[config.mk]
export PLATFORM = sky130hd
export DESIGN_NAME = bcr_top
export DESIGN_NICKNAME = d
export VERILOG_FILES = /design/src/core/bcr_pkg.sv /design/src/core/bcr_top.sv
export VERILOG_INCLUDE_DIRS = /design/src /design/src/core
export SDC_FILE = /design/constraint.sdc
export NUM_CORES = 1
export LEC_CHECK = 0
export BUFFER_PORTS_ARGS = -buffer_cell sky130_fd_sc_hd__buf_2
export CAP_MARGIN = 20
export CELL_PAD_IN_SITES_DETAIL_PLACEMENT = 1
export CELL_PAD_IN_SITES_GLOBAL_PLACEMENT = 1
export CORE_MARGIN = 1
export CORE_UTILIZATION = 40
export CTS_CLUSTER_DIAMETER = 120
export DETAILED_ROUTE_END_ITERATION = 6
export HOLD_SLACK_MARGIN = 0.12
export PLACE_DENSITY_LB_ADDON = 0.1
export REMOVE_ABC_BUFFERS = 1
export SETUP_SLACK_MARGIN = 0.4
export SYNTH_ARGS = -nofsm -noshare
export SYNTH_HDL_FRONTEND = slang
export SYNTH_SLANG_ARGS = --single-unit
[constraint.sdc]
create_clock -name CLK -period 1.9 [get_ports CLK]
set_input_delay 0.38 -clock CLK [delete_from_list [all_inputs] [get_ports CLK]]
set_output_delay 0.38 -clock CLK [all_outputs]
set_load 0.05 [all_outputs]
[src/core/bcr_regs.svh]
// Register offsets, field positions and reset values of the converter control bank
`ifndef BCR_REGS_SVH
`define BCR_REGS_SVH
`define BCR_IDX_DEV 3'h0
`define BCR_IDX_MEM 3'h1
`define BCR_IDX_A1 3'h2
`define BCR_IDX_A2 3'h3
`define BCR_IDX_B1 3'h4
`define BCR_DEV_HI 5
`define BCR_DEV_LO 3
`define BCR_MEM_HI 7
`define BCR_MEM_LO 2
`define BCR_REV_HI 1
`define BCR_REV_LO 0
`define BCR_FIXED 4
`define BCR_DIS 3
`define BCR_GATE_HI 2
`define BCR_GATE_LO 1
`define BCR_EN 0
`define BCR_ILIM_HI 5
`define BCR_ILIM_LO 3
`define BCR_SLEW_HI 2
`define BCR_SLEW_LO 0
`define BCR_A1_RST 8'h08
`define BCR_A2_RST 8'h1A
`define BCR_B1_RST 8'h08
`define BCR_ILIM_RSVD 3'h7
`define BCR_SLEW_MIN 3'h2
`define BCR_GATE_NONE 2'h0
`define BCR_GATE_ONE 2'h1
`define BCR_GATE_TWO 2'h2
`endif

[src/core/bcr_pkg.sv]
// Types shared by the converter control bank
package bcr_pkg;
    typedef enum logic [1:0] {BCR_W0, BCR_W1, BCR_LOAD, BCR_RUN} bcr_state_t;
    typedef logic [7:0] bcr_byte_t;
endpackage

[src/core/bcr_top.sv]
// Converter control register bank with APB slave
// Functional notes
// Register 0 bits 5:3 show device code from configuration; bits 7:6 read zero.
// Register 1 bits 7:2 show configuration memory identification code.
// Register 1 bits 1:0 show configuration memory revision number.
// Converter A bit 4: 0 automatic mode switching, 1 forced fixed-frequency.
// Converter A bit 3 connects discharge while disabled; resets to one.
// Gating field bits 2:1: 0 bit alone, 1..3 ANDed with pin one..three.
// Converter A bit 0 enables the converter, subject to pin gating.
// Converter A bits 5:3 set peak current limit; code 7 reserved.
// Current limit code applies at once, even while running.
// Bits 2:0 set slew rate; codes 0 and 1 must not be written.
// Converter A primary control at index 2, reset value 08.
// Converter A secondary control at index 3, reset value 1A.
// Mode, enable, gating, limit and slew defaults come from configuration memory.
// Converter B primary control at index 4, reset value 08.
// Converter B control has same mode, discharge, gating, enable fields.
// Read-only writes ignored; reads return held values, reserved read-only bits zero.
//
// The APB register port is this design's own decision.
`timescale 1ns/1ps
`default_nettype none
`include "bcr_regs.svh"
module bcr_top #(
    parameter int ADDR_W = 8
) (
    // Clock and reset
    input wire logic CLK,
    input wire logic RSTN,
    // APB slave
    input wire logic [ADDR_W-1:0] PADDR,
    input wire logic PSEL,
    input wire logic PENABLE,
    input wire logic PWRITE,
    input wire logic [31:0] PWDATA,
    output logic [31:0] PRDATA,
    output logic PREADY,
    output logic PSLVERR,
    // Configuration memory defaults
    input wire logic [2:0] CFG_DEVICE_CODE,
    input wire logic [5:0] CFG_MEMORY_CODE,
    input wire logic [1:0] CFG_MEMORY_REVISION,
    input wire bcr_pkg::bcr_byte_t CFG_A_PRIMARY,
    input wire bcr_pkg::bcr_byte_t CFG_A_SECONDARY,
    input wire bcr_pkg::bcr_byte_t CFG_B_PRIMARY,
    // External enable pins
    input wire logic EXT_ENABLE_ONE,
    input wire logic EXT_ENABLE_TWO,
    input wire logic EXT_ENABLE_THREE,
    // Converter A controls
    output logic A_FORCED_FIXED_MODE,
    output logic A_DISCHARGE_ON,
    output logic A_ENABLE,
    output logic [2:0] A_CURRENT_LIMIT,
    output logic [2:0] A_SLEW_SELECT,
    // Converter B controls
    output logic B_FORCED_FIXED_MODE,
    output logic B_DISCHARGE_ON,
    output logic B_ENABLE
);
    import bcr_pkg::*;

    // Two-flop synchronisers; only the second stage is read
    logic [37:0] s1_ff;
    logic [37:0] s2_ff;
    logic [37:0] pin_vec;
    assign pin_vec = {CFG_DEVICE_CODE, CFG_MEMORY_CODE, CFG_MEMORY_REVISION, CFG_A_PRIMARY,
        CFG_A_SECONDARY, CFG_B_PRIMARY, EXT_ENABLE_THREE, EXT_ENABLE_TWO, EXT_ENABLE_ONE};
    logic [2:0] cfg_dev;
    logic [5:0] cfg_mem;
    logic [1:0] cfg_rev;
    bcr_byte_t cfg_a1;
    bcr_byte_t cfg_a2;
    bcr_byte_t cfg_b1;
    logic [2:0] pins;
    assign {cfg_dev, cfg_mem, cfg_rev, cfg_a1, cfg_a2, cfg_b1, pins} = s2_ff;

    always_ff @(posedge CLK or negedge RSTN)
    begin
        if (!RSTN)
        begin
            s1_ff <= '0;
            s2_ff <= '0;
        end
        else
        begin
            s1_ff <= pin_vec;
            s2_ff <= s1_ff;
        end
    end

    // Index valid when word aligned and inside the bank
    function automatic logic idx_ok(input logic [ADDR_W-1:0] a);
        return (a[1:0] == 2'h0) && (a[ADDR_W-1:2] <= (ADDR_W-2)'(`BCR_IDX_B1));
    endfunction

    // Enable bit gated by the chosen pin
    function automatic logic gate_en(input bcr_byte_t c, input logic [2:0] p);
        logic g;
        g = 1'b1;
        if (c[`BCR_GATE_HI:`BCR_GATE_LO] == `BCR_GATE_ONE)
            g = p[0];
        else if (c[`BCR_GATE_HI:`BCR_GATE_LO] == `BCR_GATE_TWO)
            g = p[1];
        else if (c[`BCR_GATE_HI:`BCR_GATE_LO] != `BCR_GATE_NONE)
            g = p[2];
        return c[`BCR_EN] & g;
    endfunction

    bcr_state_t state_ff, nxt_state;
    logic [2:0] dev_ff, nxt_dev;
    logic [5:0] mem_ff, nxt_mem;
    logic [1:0] rev_ff, nxt_rev;
    bcr_byte_t a1_ff, nxt_a1;
    bcr_byte_t a2_ff, nxt_a2;
    bcr_byte_t b1_ff, nxt_b1;
    logic [31:0] prdata_ff, nxt_prdata;
    logic pready_ff, nxt_pready;
    logic pslverr_ff, nxt_pslverr;
    logic [4:0] a_out_ff, nxt_a_out;
    logic [5:0] a_lim_ff, nxt_a_lim;
    logic [2:0] b_out_ff, nxt_b_out;
    logic setup;
    logic wr;
    logic [2:0] idx;
    logic a_on;
    logic b_on;
    bcr_byte_t rd;

    assign idx = PADDR[4:2];
    assign setup = PSEL && !PENABLE && (state_ff == BCR_RUN);
    assign wr = PSEL && PENABLE && pready_ff && PWRITE && !pslverr_ff;
    assign a_on = gate_en(a1_ff, pins);
    assign b_on = gate_en(b1_ff, pins);

    always_comb
    begin
        nxt_state = state_ff;
        nxt_dev = dev_ff;
        nxt_mem = mem_ff;
        nxt_rev = rev_ff;
        nxt_a1 = a1_ff;
        nxt_a2 = a2_ff;
        nxt_b1 = b1_ff;
        rd = 8'h00;
        case (state_ff)
            BCR_W0: nxt_state = BCR_W1;
            BCR_W1: nxt_state = BCR_LOAD;
            BCR_LOAD:
            begin
                // Synchronisers are settled now; discharge keeps its fixed reset
                nxt_dev = cfg_dev;
                nxt_mem = cfg_mem;
                nxt_rev = cfg_rev;
                nxt_a1 = {a1_ff[7:5], cfg_a1[`BCR_FIXED], a1_ff[`BCR_DIS], cfg_a1[2:0]};
                nxt_a2 = {a2_ff[7:6], cfg_a2[5:0]};
                nxt_b1 = {b1_ff[7:5], cfg_b1[`BCR_FIXED], b1_ff[`BCR_DIS], cfg_b1[2:0]};
                nxt_state = BCR_RUN;
            end
            default: nxt_state = BCR_RUN;
        endcase
        // Identification fields have no write path
        if (wr && idx == `BCR_IDX_A1)
            nxt_a1 = PWDATA[7:0];
        else if (wr && idx == `BCR_IDX_A2)
        begin
            nxt_a2[7:6] = PWDATA[7:6];
            // Reserved codes leave the field as it was
            if (PWDATA[`BCR_ILIM_HI:`BCR_ILIM_LO] != `BCR_ILIM_RSVD)
                nxt_a2[5:3] = PWDATA[`BCR_ILIM_HI:`BCR_ILIM_LO];
            if (PWDATA[`BCR_SLEW_HI:`BCR_SLEW_LO] >= `BCR_SLEW_MIN)
                nxt_a2[2:0] = PWDATA[`BCR_SLEW_HI:`BCR_SLEW_LO];
        end
        else if (wr && idx == `BCR_IDX_B1)
            nxt_b1 = PWDATA[7:0];
        if (idx == `BCR_IDX_DEV)
            rd = {2'h0, dev_ff, 3'h0};
        else if (idx == `BCR_IDX_MEM)
            rd = {mem_ff, rev_ff};
        else if (idx == `BCR_IDX_A1)
            rd = a1_ff;
        else if (idx == `BCR_IDX_A2)
            rd = a2_ff;
        else if (idx == `BCR_IDX_B1)
            rd = b1_ff;
        // One wait-free access phase per transfer
        nxt_pready = setup;
        nxt_pslverr = setup && !idx_ok(PADDR);
        nxt_prdata = 32'h0000_0000;
        if (setup && !PWRITE && idx_ok(PADDR))
            nxt_prdata = {24'h00_0000, rd};
        // Outputs lag the register by one cycle
        nxt_a_out = {a1_ff[`BCR_FIXED], a1_ff[`BCR_DIS] & !a_on, a_on, 2'h0};
        nxt_a_lim = a2_ff[5:0];
        nxt_b_out = {b1_ff[`BCR_FIXED], b1_ff[`BCR_DIS] & !b_on, b_on};
    end

    always_ff @(posedge CLK or negedge RSTN)
    begin
        if (!RSTN)
        begin
            state_ff <= BCR_W0;
            dev_ff <= 3'h0;
            mem_ff <= 6'h00;
            rev_ff <= 2'h0;
            a1_ff <= `BCR_A1_RST;
            a2_ff <= `BCR_A2_RST;
            b1_ff <= `BCR_B1_RST;
            prdata_ff <= 32'h0000_0000;
            pready_ff <= 1'b0;
            pslverr_ff <= 1'b0;
            a_out_ff <= 5'h00;
            a_lim_ff <= 6'h00;
            b_out_ff <= 3'h0;
        end
        else
        begin
            state_ff <= nxt_state;
            dev_ff <= nxt_dev;
            mem_ff <= nxt_mem;
            rev_ff <= nxt_rev;
            a1_ff <= nxt_a1;
            a2_ff <= nxt_a2;
            b1_ff <= nxt_b1;
            prdata_ff <= nxt_prdata;
            pready_ff <= nxt_pready;
            pslverr_ff <= nxt_pslverr;
            a_out_ff <= nxt_a_out;
            a_lim_ff <= nxt_a_lim;
            b_out_ff <= nxt_b_out;
        end
    end

    assign PRDATA = prdata_ff;
    assign PREADY = pready_ff;
    assign PSLVERR = pslverr_ff;
    assign A_FORCED_FIXED_MODE = a_out_ff[4];
    assign A_DISCHARGE_ON = a_out_ff[3];
    assign A_ENABLE = a_out_ff[2];
    assign A_CURRENT_LIMIT = a_lim_ff[5:3];
    assign A_SLEW_SELECT = a_lim_ff[2:0];
    assign B_FORCED_FIXED_MODE = b_out_ff[2];
    assign B_DISCHARGE_ON = b_out_ff[1];
    assign B_ENABLE = b_out_ff[0];

    logic rd_setup;
    assign rd_setup = setup && !PWRITE;
endmodule // bcr_top
`default_nettype wire

# Yosys cells after proc, flatten, opt, wreduce, memory -nomap -nowiden
# Index checks and enable logic that the tools add are counted.
[op_classes]
n_reduce_logical = 25
magnitude_cmp = 2
mux = 24
bitwise_logic = 4
eq_ne = 12
[op_table]
columns = ["cell", "n"]
rows = [
  ["$mux W8", 12],
  ["$logic_and A1 B1 Y1", 13],
  ["$mux W5", 2],
  ["$eq A2 B2 Y1 const B", 4],
  ["$eq A2 B1 Y1 const B", 3],
  ["$eq A3 B2 Y1 const B", 2],
  ["$le A6 B3 Y1 const B", 1],
  ["$logic_not A1 Y1", 6],
  ["$mux W1", 6],
  ["$mux W3", 2],
  ["$mux W6", 1],
  ["$reduce_bool A2 Y1", 3],
  ["$and A1 B1 Y1", 4],
  ["$logic_not A2 Y1", 2],
  ["$pmux W2 S2", 1],
  ["$eq A3 B1 Y1 const B", 1],
  ["$eq A3 B3 Y1 const B", 1],
  ["$ge A3 B2 Y1 const B", 1],
  ["$logic_not A3 Y1", 1],
  ["$ne A3 B3 Y1 const B", 1],
]
[word_totals]
wordCells = 83
ff_bits = 159
output_inout_bits = 46
input_bits = 83

# Depth between registers and ports, before layout
# Gate-level depths: netlist of the first run.
[logic_depth]
ltp_word = 8
mapped_depth = 6
mapped_depth_nobuf = 4

# Worst setup path before layout of the first run
# OpenSTA, ideal clock, no wires.
[synth_path]
path_kind = "register -> register"
from = "register pready_ff (netlist: PREADY)"
to = "register a2_ff[0]"
setup_time_ns = 0.125
t_arrival_ns = 1.643
period_less_slack_ns = 1.768
slack_ns = 0.132
stages_incl_launch_ff = 6
t_required_ns = 1.775
n_path_buf = 1
path_cell_list = "dfrtp_1 -> and4b_2 -> and4_2 -> buf_6 -> o21ai_2 -> mux2_4"
[synth_via]
elab_chain_cells = 6
word_cells_on_any_way = 7
cone_classes = "mux (2); reduce/logical (5)"
[synth_lines]
columns = ["element", "line", "rtl"]
rows = [
  ["from (decl)", "bcr_top.sv:118", "logic pready_ff, nxt_pready;"],
  ["from (signal assigned)", "bcr_top.sv:226", "pready_ff <= nxt_pready;"],
  ["$logic_and A1 B1 Y1 * (3 in a row)", "bcr_top.sv:132", "assign wr = PSEL && PENABLE && pready_ff && PWRITE && !pslverr_ff;"],
  ["$logic_and A1 B1 Y1 (no line)", "n/a", ""],
  ["$mux W8", "bcr_top.sv:165", "else if (wr && idx == `BCR_IDX_A2)"],
  ["$mux W8 *", "bcr_top.sv:163", "if (wr && idx == `BCR_IDX_A1)"],
  ["named net nxt_a2[0]", "bcr_top.sv:115", "bcr_byte_t a2_ff, nxt_a2;"],
  ["to (signal assigned)", "bcr_top.sv:207", "a2_ff <= `BCR_A2_RST;"],
  ["to (signal assigned)", "bcr_top.sv:223", "a2_ff <= nxt_a2;"],
  ["to (decl)", "bcr_top.sv:115", ""],
]
# Mark *: on every way through the listed nets, which the timed path passes. The rest lies on a longest branch.
# A chain may end at the register's enable or synchronous reset.

# Final worst setup path of the first run
[layout_path]
from = "register pslverr_ff (netlist: PSLVERR)"
to = "register a2_ff[0]"
[layout_via]
elab_chain_cells = 5
word_cells_on_any_way = 6
cone_classes = "mux (2); reduce/logical (4)"
[layout_lines]
columns = ["element", "line", "rtl"]
rows = [
  ["from (decl)", "bcr_top.sv:119", "logic pslverr_ff, nxt_pslverr;"],
  ["from (signal assigned)", "bcr_top.sv:227", "pslverr_ff <= nxt_pslverr;"],
  ["$logic_not A1 Y1 *", "bcr_top.sv:132", ""],
  ["$logic_and A1 B1 Y1 *", "bcr_top.sv:132", ""],
  ["$logic_and A1 B1 Y1 (no line)", "n/a", ""],
  ["$mux W8", "bcr_top.sv:165", ""],
  ["$mux W8 *", "bcr_top.sv:163", ""],
  ["named net nxt_a2[0]", "bcr_top.sv:115", ""],
]
# Marked as above.

==> summary.txt, run 1 <==
Run status
  • Status: completed

Global route
  • Grt ovf: 0
  • Antenna violations before repair: 0
  • Vias in the first global route: approximately 2800
  • First-pass GRT wire length: 14430 µm
  • Gr usage total: 18.01%
  • Largest net degree at the start of global routing: 37

Timing
  • Fmax: 0.6648 GHz
  • Fin crit period: 1504 ps
  • Worst Skew: 7.823 ps
  • Hold Violations, Final: 0
  • Final worst-path cycle share: roughly four fifths
  • Final setup fails: 0
  • RSZ-0062 raised after global routing: yes
  • Final-report max-slew violation count: 0

Die
  • Cell Rows: 37
  • Area of the core: 10230 µm²
  • Chip height: 104.4 µm
  • Die area: 10900 µm²
  • Die extent in x: around 100 µm
  • Num ports: approximately 130
  • Initial Utilization: 40.98%

Clock network
  • Worst-path clk slew: 60 ps
  • Maximum root-to-sink buffer count: 2
  • CTS sink cnt: 115
  • TritonCTS clock tree: done
  • Worst-Skew Late Latency: 520 ps
  • H-tree Lvls: 4
  • TritonCTS Buffers: 17
  • Root buffer cell: clkbuf_8

Finish
  • Diode count: 0
  • Syn-to-layout area delta: 38.41%
  • Final instance area: 5803 µm²
  • Non-Filler Instances: 568
  • Layout cells sized above 1: 38.19%
  • # nets final: 502
  • Most frequent cells in the layout: 110 x dfrtp_1, 48 x buf_2, 32 x dlygate4sd3_1
  • Commonest non-fill, non-tap cell in the layout: dfrtp_1

Critical path
  • Critical Path Slowest Stage Cell: dfrtp_1
  • Worst Setup End Kind: flop
  • CP startpoint kind: flop
  • Required time worst endpoint: 2310 ps
  • Critical path cell sequence: and4b_2 -> and4_4 -> o21ai_2 -> mux2_4
  • Critical-path maximum fanout: 4
  • Setup CP Type: reg -> reg
  • Critical path's largest stage delay: 380 ps
  • Crit path DAT: 1910 ps

Placement
  • RD Place Congestion: 0.6878
  • Placed cells: 496
  • Number of I/O port buffers: 70
  • HPWL Detailed: ~5600 µm
  • Post-DP Area: approximately 4700 µm²

Worst hold path
  • HP Class: in -> reg

Detailed routing
  • DRT iter0 DRCs: 59
  • Final wirelength: just under 9000 µm
  • WL/cell: 15.23 µm
  • Antenna-violating nets left: 0
  • Post-route DRC: 0
  • Via count: 2623
  • Initial DRT Pass Iterations: 4
  • Vias/cell: 4.618

Run
  • Max Cap Viol: 0

Synthesis
  • Cell variety after synth: 32
  • Post-synth ARST share: 100.0%
  • Avg Inst Size Synth: 14.51 µm²
  • Post-Synthesis Cells: 289
  • Post-Syn Area: 4193 µm²
  • Seq/Total Area, Yosys: 68.79%
  • Number of flops mapped to enable cells by yosys: 0
  • Top_reg_cell synth: dfrtp_1
  • Post-synthesis register bit count: 115
  • Ys Warns: 0

Power and ir drop
  • Final total power: ~6.6 mW
  • Power density cells: 1139 nW/µm²
  • Maximum vdd drop: 0.6047 mV
  • Leakage: 2.719 nW
## cell type report
type,count,area (µm²)
fill,1032,4428
sequential,115,2884
multi-input combinational,161,1161
timing repair buffer,123,958.4
clock buffer,22,473.0
tap,136,170.2
clock inverter,10,152.6
inverter,1,3.754
## power by group
group / switching [mW] / total, mW / leakage (nW) / internal (mW)
Sequential: 0.0779 / 2.69 / 1.37 / 2.61
Combinational: 0.391 / 0.625 / 1.04 / 0.235
Clock: 1.04 / 3.30 / 0.311 / 2.25
## per-layer routing
metal	track usage (%)	share of wire, %
met1	21.94	44
met2	28.67	49
met3	5.764	4.6
met4	9.184	1.7
met5	0	0
## critical path, delay by kind of cell, from the launching register on
family / cells / cell delay [ps]
simple gates: 2 / 660
flops: 1 / 380
mux: 1 / 290
compound gates: 1 / 70
## logic make-up after synthesis
kind of cell | count (synthesis) | share of synthesized area (%)
DFF | 115 | 68.79
other | 1 | 0.08944
AOI/OAI and AO/OA | 44 | 7.252
muxes | 41 | 10.77
buffers and inverters | 36 | 6.177
and+or+nand+nor | 52 | 6.923
## stage by stage
stage          utilization [%]  setup slack [ps]  setup TNS (ps)  hold slack [ps]
2_1_floorplan                -            -614.9           -9419            84.41
3_3_place_gp             45.79             105.3               0            332.6
3_5_place_dp             45.79             70.08               0            336.3
4_1_cts                  55.80             401.2               0            150.6
5_1_grt                  56.72             345.5               0            177.6
6_report                 56.72             395.8               0            185.2
## sequential cells by signal, indices dropped and copies added (netlist names), 2 cells and up
name and cells:
a_out_ff 3, b_out_ff 3, a_lim_ff 6, rev_ff 2
state_ff 2, mem_ff 6, a1_ff 8, b1_ff 8
s2_ff 28, dev_ff 3, PRDATA 8, s1_ff 28
a2_ff 8
## cells in the mapped netlist (4+ instances only)
cell type,instances,share of area (%)
dfstp_2,5,3.1
mux2i_1,17,4.1
a21oi_1,16,1.9
buf_2,6,0.72
buf_4,27,4.8
o22a_1,11,2.3
mux2_2,21,5.6
nand2b_1,4,0.60
nand2_1,6,0.54
nor3_1,4,0.48
dfrtp_1,110,66
a22oi_1,8,1.4
nor2_1,18,1.6
nor2b_1,7,1.0
## worst paths after layout
check,start,cells after the start,to,slack (ps)
worst max-delay path,PSLVERR$_DFF_PN0_,4,a2_ff[0]$_DFF_PN0_,400
worst min-delay path,PSEL,3,PREADY$_DFF_PN0_,190
worst max register to register,PSLVERR$_DFF_PN0_,4,a2_ff[0]$_DFF_PN0_,400
worst min register to register,s1_ff[11]$_DFF_PN0_,0,s2_ff[11]$_DFF_PN0_,340
max in group asynchronous,RSTN,3,a2_ff[1]$_DFF_PN1_,920
min in group asynchronous,RSTN,2,s2_ff[37]$_DFF_PN0_,370
## repair_timing
item | 4_1_cts | 5_1_grt
gates cloned | 0 | 0
hold buffers | 32 | 0
hold endpoints to repair | 65 | 0
resized for setup | 15 | 31
setup buffers | 5 | 3
pin swaps | 2 | 6
endpoints found under the setup margin | 16 | 24
No activity file was read; power rests on OpenSTA's default activity.
==> run 2: changes to the inputs <==
--- a/config.mk
+++ b/config.mk
@@ -11,7 +11,7 @@
 export CELL_PAD_IN_SITES_DETAIL_PLACEMENT = 1
 export CELL_PAD_IN_SITES_GLOBAL_PLACEMENT = 1
 export CORE_MARGIN = 1
-export CORE_UTILIZATION = 40
+export CORE_UTILIZATION = 36
 export CTS_CLUSTER_DIAMETER = 120
 export DETAILED_ROUTE_END_ITERATION = 6
 export HOLD_SLACK_MARGIN = 0.12
==> constraint.sdc (replaced) <==
create_clock -name CLK -period 1.3 [get_ports CLK]
set_input_delay 0.26 -clock CLK [delete_from_list [all_inputs] [get_ports CLK]]
set_output_delay 0.26 -clock CLK [all_outputs]
set_load 0.05 [all_outputs]
==> run 2 against run 1 <==
The run now ends with setup timing left. Final cell count is 5.6% higher. Via count is 3.0% higher. Clock power is 40% higher. Critical path type unchanged. Critical endpoint is now b1_ff[7]$_DFFE_PN0P_.
==> summary.txt, run 2 (synthesized netlist as in run 1, its figures left out) <==
Run status
  • Status: complete, but fails checks
  • Failing checks: setup timing

Critical path
  • Worst Setup End Kind: flop
  • Critical path's largest stage delay: 370 ps
  • Cell mode on critical path: buf_6
  • R2R cell count: 5
  • Setup CP Type: reg -> reg
  • Reg2reg start: PSLVERR$_DFF_PN0_
  • Critical path cell sequence: and4b_2 -> buf_6 -> nand4_1 -> buf_6 -> mux2_2
  • Required time worst endpoint: between 1500 and 2000 ps
  • Crit path DAT: 1810 ps
  • Delay-heaviest family, CP: simple AND/OR/NAND/NOR gates
  • Flop2flop setup slack: -210 ps
  • CP startpoint kind: flop
  • Critical-path maximum fanout: 5
  • Worst Path Buf+Inv: 2
  • Critical Path Slowest Stage Cell: dfrtp_1
  • CP startpoint: PSLVERR$_DFF_PN0_
  • FF-to-FF End: b1_ff[7]$_DFFE_PN0P_

Die
  • Cell Rows: 39
  • Die extent in x: approximately 110 µm
  • Initial Utilization: 36.88%
  • Num ports: 129
  • Die area: 12080 µm²
  • Area of the core: 11370 µm²
  • Chip height: 109.9 µm

Detailed routing
  • Initial DRT Pass Iterations: 4
  • Via count: 2703
  • WL/cell: 15.55 µm
  • DRT iter0 DRCs: 84
  • Antenna-violating nets left: 0
  • Post-route DRC: 0
  • Final wirelength: just over 9000 µm
  • Vias/cell: 4.505

Timing
  • Final worst-path cycle share: 116.3%
  • RSZ-0062 raised after global routing: yes
  • Final-report max-slew violation count: 0
  • Hold Violations, Final: 0
  • Fmax: 0.6613 GHz
  • Slack of the critical path: -212.1 ps
  • Final setup fails: 30
  • Fin crit period: 1512 ps
  • Worst Skew: ~10 ps

Finish
  • Largest registers: s1_ff: 28 flops, s2_ff: 28 flops
  • Multi-input logic area: 1305 µm²
  • FF+latch area: 2884 µm²
  • Fillcell total: 1110
  • Core Util, Final: 55.16%
  • # nets final: approximately 530
  • Most frequent cells in the layout: 110 x dfrtp_1, 47 x buf_2, 42 x buf_6
  • Syn-to-layout area delta: 49.57%
  • Commonest non-fill, non-tap cell in the layout: dfrtp_1
  • Diode count: 0
  • Layout cells sized above 1: a little under half
  • Final instance area: 6271 µm²

Clock network
  • CTS sink cnt: 115
  • Root buffer cell: clkbuf_16
  • TritonCTS clock tree: done
  • Worst-Skew Late Latency: 410 ps
  • Maximum root-to-sink buffer count: 2
  • H-tree Lvls: 4
  • TritonCTS Buffers: 17
  • Worst-path clk slew: around 50 ps

Power and ir drop
  • Maximum vdd drop: 1.176 mV
  • Power density cells: 1528 nW/µm²
  • Leakage: 2.915 nW

Placement
  • Number of I/O port buffers: 70
  • HPWL Detailed: 6084 µm
  • Post-DP Area: 4871 µm²
  • Worst slack, placed: -239.4 ps
  • RD Place Congestion: 0.7162

Global route
  • Largest net degree at the start of global routing: 62
  • Gr usage total: between 15 and 20%
  • First-pass GRT wire length: 15020 µm
  • Antenna violations before repair: 0
  • Grt ovf: 0
  • Vias in the first global route: approximately 3000

Run
  • Max Cap Viol: 0

Worst hold path
  • WHS Endpoint: a2_ff[0]$_DFF_PN0_
  • Worst Hold Path Cells: 2
  • Hold Path Origin: PWDATA[0]
  • HP Class: in -> reg
run 2: repair_timing:
| action | 4_1_cts | 5_1_grt |
|---|---|---|
| pin swaps | 17 | 10 |
| endpoints found under the setup margin | 71 | 71 |
| resized for setup | 100 | 14 |
| endpoints found under the hold margin | 147 | 0 |
| setup buffers | 10 | 3 |
| hold buffers | 31 | 0 |
run 2: how the worst max path moves through the flow:
stage                                end  cells after the start  slack [ps]
floorplan             a2_ff[0]$_DFF_PN0_                      3       -1210
global route        b1_ff[7]$_DFFE_PN0P_                      5        -250
CTS                 b1_ff[7]$_DFFE_PN0P_                      5        -210
finish              b1_ff[7]$_DFFE_PN0P_                      5        -210
detailed placement    a2_ff[4]$_DFF_PN1_                      7        -240
global placement     PRDATA[6]$_DFF_PN0_                      7        -300
run 2: worst reg2reg max path, cell delays in order, from the launching register on:
cell	delay [ps]
dfrtp_1	370
and4b_2	360
buf_6	110
nand4_1	120
buf_6	170
mux2_2	270
run 2: routing by layer:
| metal | up-vias | wire length, µm | track usage, % |
|---|---|---|---|
| li1 | 1270 | - | - |
| met1 | 1362 | 4147 | 20.78 |
| met2 | 59 | 4660 | 28.53 |
| met3 | 12 | 375 | 6.106 |
| met4 | 0 | 147 | 7.714 |
| met5 | - | 0 | 0 |
run 2: where the power goes:
group	internal, mW	leakage [nW]	switching [mW]
Clock	3.08	0.296	1.53
Sequential	3.82	1.37	0.132
Combinational	0.420	1.25	0.602
Total	7.32	2.92	2.26
run 2: layout make-up:
type / instances / share of cell area, %
flip-flops and latches: 115 / 45.99
repair buffers: 149 / 20.83
multi-input cells: 161 / 20.81
clock buffers: 21 / 7.342
well taps: 143 / 2.853
clock inverters: 10 / 2.115
inverters: 1 / 0.05986
run 2: stage by stage:
step,hold WS (ps),total power [mW],instances,TNS [ps]
3_3_place_gp,300.1,4.813,525,-4668
4_1_cts,123.3,9.734,597,-3720
3_5_place_dp,302.0,4.836,525,-4695
5_1_grt,151.8,9.970,600,-5849
2_1_floorplan,-35.59,4.461,277,-27990
6_report,146.1,9.583,600,-3639
==> run 3: changes to the inputs <==
--- a/config.mk
+++ b/config.mk
@@ -15,6 +15,7 @@
 export CTS_CLUSTER_DIAMETER = 120
 export DETAILED_ROUTE_END_ITERATION = 6
 export HOLD_SLACK_MARGIN = 0.12
+export MAX_ROUTING_LAYER = met4
 export PLACE_DENSITY_LB_ADDON = 0.1
 export REMOVE_ABC_BUFFERS = 1
 export SETUP_SLACK_MARGIN = 0.4
==> run 3 against run 2 <==
The flow still finishes with violations (setup timing). Critical path depth unchanged. First-iteration DRC count decreased by 3.6%. Sequential power about the same. Critical path type unchanged. Highest routed layer unchanged. Total power about the same.
==> summary.txt, run 3 (synthesized netlist as in run 1, its figures left out) <==
Placement
  • Post-DP Area: 4871 µm²
  • Number of I/O port buffers: 70
  • HPWL Detailed: 6084 µm
  • Placed cells: roughly 530
  • RD Place Congestion: 0.7245
  • Worst slack, placed: -239.4 ps

Die
  • Num ports: ~130
  • Die area: 12080 µm²
  • Cell Rows: 39
  • Chip height: 109.9 µm
  • Initial Utilization: 36.88%
  • Die extent in x: 109.9 µm
  • Area of the core: 11370 µm²

Finish
  • Multi-input logic area: between 1000 and 1500 µm²
  • # nets final: 528
  • Syn-to-layout area delta: 49.57%
  • Final instance area: around 6300 µm²
  • Most frequent cells in the layout: 110 x dfrtp_1, 47 x buf_2, 42 x buf_6
  • Diode count: 0
  • Core Util, Final: 55.16%
  • Commonest non-fill, non-tap cell in the layout: dfrtp_1
  • Non-Filler Instances: 600
  • FF+latch area: around 2900 µm²
  • Largest registers: s1_ff: 28 flops, s2_ff: 28 flops
  • Layout cells sized above 1: 45.95%
  • Fillcell total: 1110

Run status
  • Failing checks: setup timing
  • Status: complete, but fails checks

Critical path
  • Required time worst endpoint: 1600 ps
  • Critical Path Slowest Stage Cell: dfrtp_1
  • Flop2flop setup slack: -210 ps
  • Worst Setup End Kind: flop
  • FF-to-FF End: b1_ff[7]$_DFFE_PN0P_
  • R2R cell count: 5
  • Reg2reg start: PSLVERR$_DFF_PN0_
  • Critical path cell sequence: and4b_2 -> buf_6 -> nand4_1 -> buf_6 -> mux2_2
  • Critical path's largest stage delay: 370 ps
  • CP startpoint kind: flop
  • Cell mode on critical path: buf_6
  • Crit path DAT: 1810 ps
  • Critical-path maximum fanout: 5
  • Setup CP Type: reg -> reg

Clock network
  • Worst-Skew Late Latency: 410 ps
  • Worst-path clk slew: 50 ps
  • H-tree Lvls: 4
  • Root buffer cell: clkbuf_16
  • TritonCTS Buffers: 17
  • TritonCTS clock tree: done
  • Maximum root-to-sink buffer count: 2
  • CTS sink cnt: about 120

Timing
  • Fin crit period: 1513 ps
  • Setup tns final: -3638 ps
  • Fmax: 0.6609 GHz
  • Final-report max-slew violation count: 0
  • Final worst-path cycle share: 116.4%
  • Hold_ws: 152.6 ps
  • Final setup fails: 30
  • Worst Skew: 10.14 ps
  • Hold Violations, Final: 0
  • Slack of the critical path: -213.0 ps
  • RSZ-0062 raised after global routing: yes

Power and ir drop
  • Leakage: 2.915 nW
  • Maximum vdd drop: 1.176 mV
  • Final total power: 9.590 mW
  • Power density cells: 1529 nW/µm²

Detailed routing
  • WL/cell: 15.59 µm
  • DRT iter0 DRCs: slightly above 80
  • Initial DRT Pass Iterations: 4
  • Vias/cell: 4.512
  • Final wirelength: 9356 µm
  • Via count: 2707
  • Post-route DRC: 0
  • Antenna-violating nets left: 0

Global route
  • First-pass GRT wire length: roughly 15000 µm
  • Antenna violations before repair: 0
  • Gr usage total: 17.98%
  • Grt ovf: 0
  • Largest net degree at the start of global routing: 62
  • Vias in the first global route: approximately 3000

Run
  • Max Cap Viol: 0

Worst hold path
  • WHS Endpoint: a2_ff[0]$_DFF_PN0_
  • Hold Path Origin: PWDATA[0]
  • Worst Hold Path Cells: 2
  • HP Class: in -> reg
run 3: cell counts in the layout (fill, tap and decap cells not counted):
No cell type changed its count.
run 3: power by group:
part | internal, mW | switching (mW)
clock network | 3.08 | 1.53
registers | 3.82 | 0.132
logic | 0.420 | 0.602
run 3: worst max-delay path, delay by kind of cell (launching register included):
kind          cells  cell delay, ps
flops             1             370
mux               1             270
simple gates      2             480
buf+inv           2             280
run 3: metal layers:
metal	global-route usage (%)	wire length (µm)
met1	20.75	4113
met2	28.53	4704
met3	6.106	389
met4	7.714	150
met5	-	0
run 3: how the worst max path moves through the flow:
stage                          start                   end  slack (ps)  depth (start not counted)
2_1_floorplan  state_ff[0]$_DFF_PN0_    a2_ff[0]$_DFF_PN0_       -1210                          3
3_3_place_gp                PADDR[1]   PRDATA[6]$_DFF_PN0_        -300                          7
3_5_place_dp                PADDR[3]    a2_ff[4]$_DFF_PN1_        -240                          7
4_1_cts            PSLVERR$_DFF_PN0_  b1_ff[7]$_DFFE_PN0P_        -210                          5
5_1_grt            PSLVERR$_DFF_PN0_  b1_ff[7]$_DFFE_PN0P_        -250                          5
6_report           PSLVERR$_DFF_PN0_  b1_ff[7]$_DFFE_PN0P_        -210                          5
run 3: layout make-up:
type / instances / area share [%]
multi-input cells: 161 / 20.81
repair buffers: 149 / 20.83
well taps: 143 / 2.853
clock inverters: 10 / 2.115
inverters: 1 / 0.05986
clock buffers: 21 / 7.342
flip-flops and latches: 115 / 45.99
run 3: repair_timing:
item	4_1_cts	5_1_grt
endpoints found under the setup margin	71	71
resized for setup	100	14
endpoints found under the hold margin	147	0
hold buffers	31	0
setup buffers	10	3
pin swaps	17	10
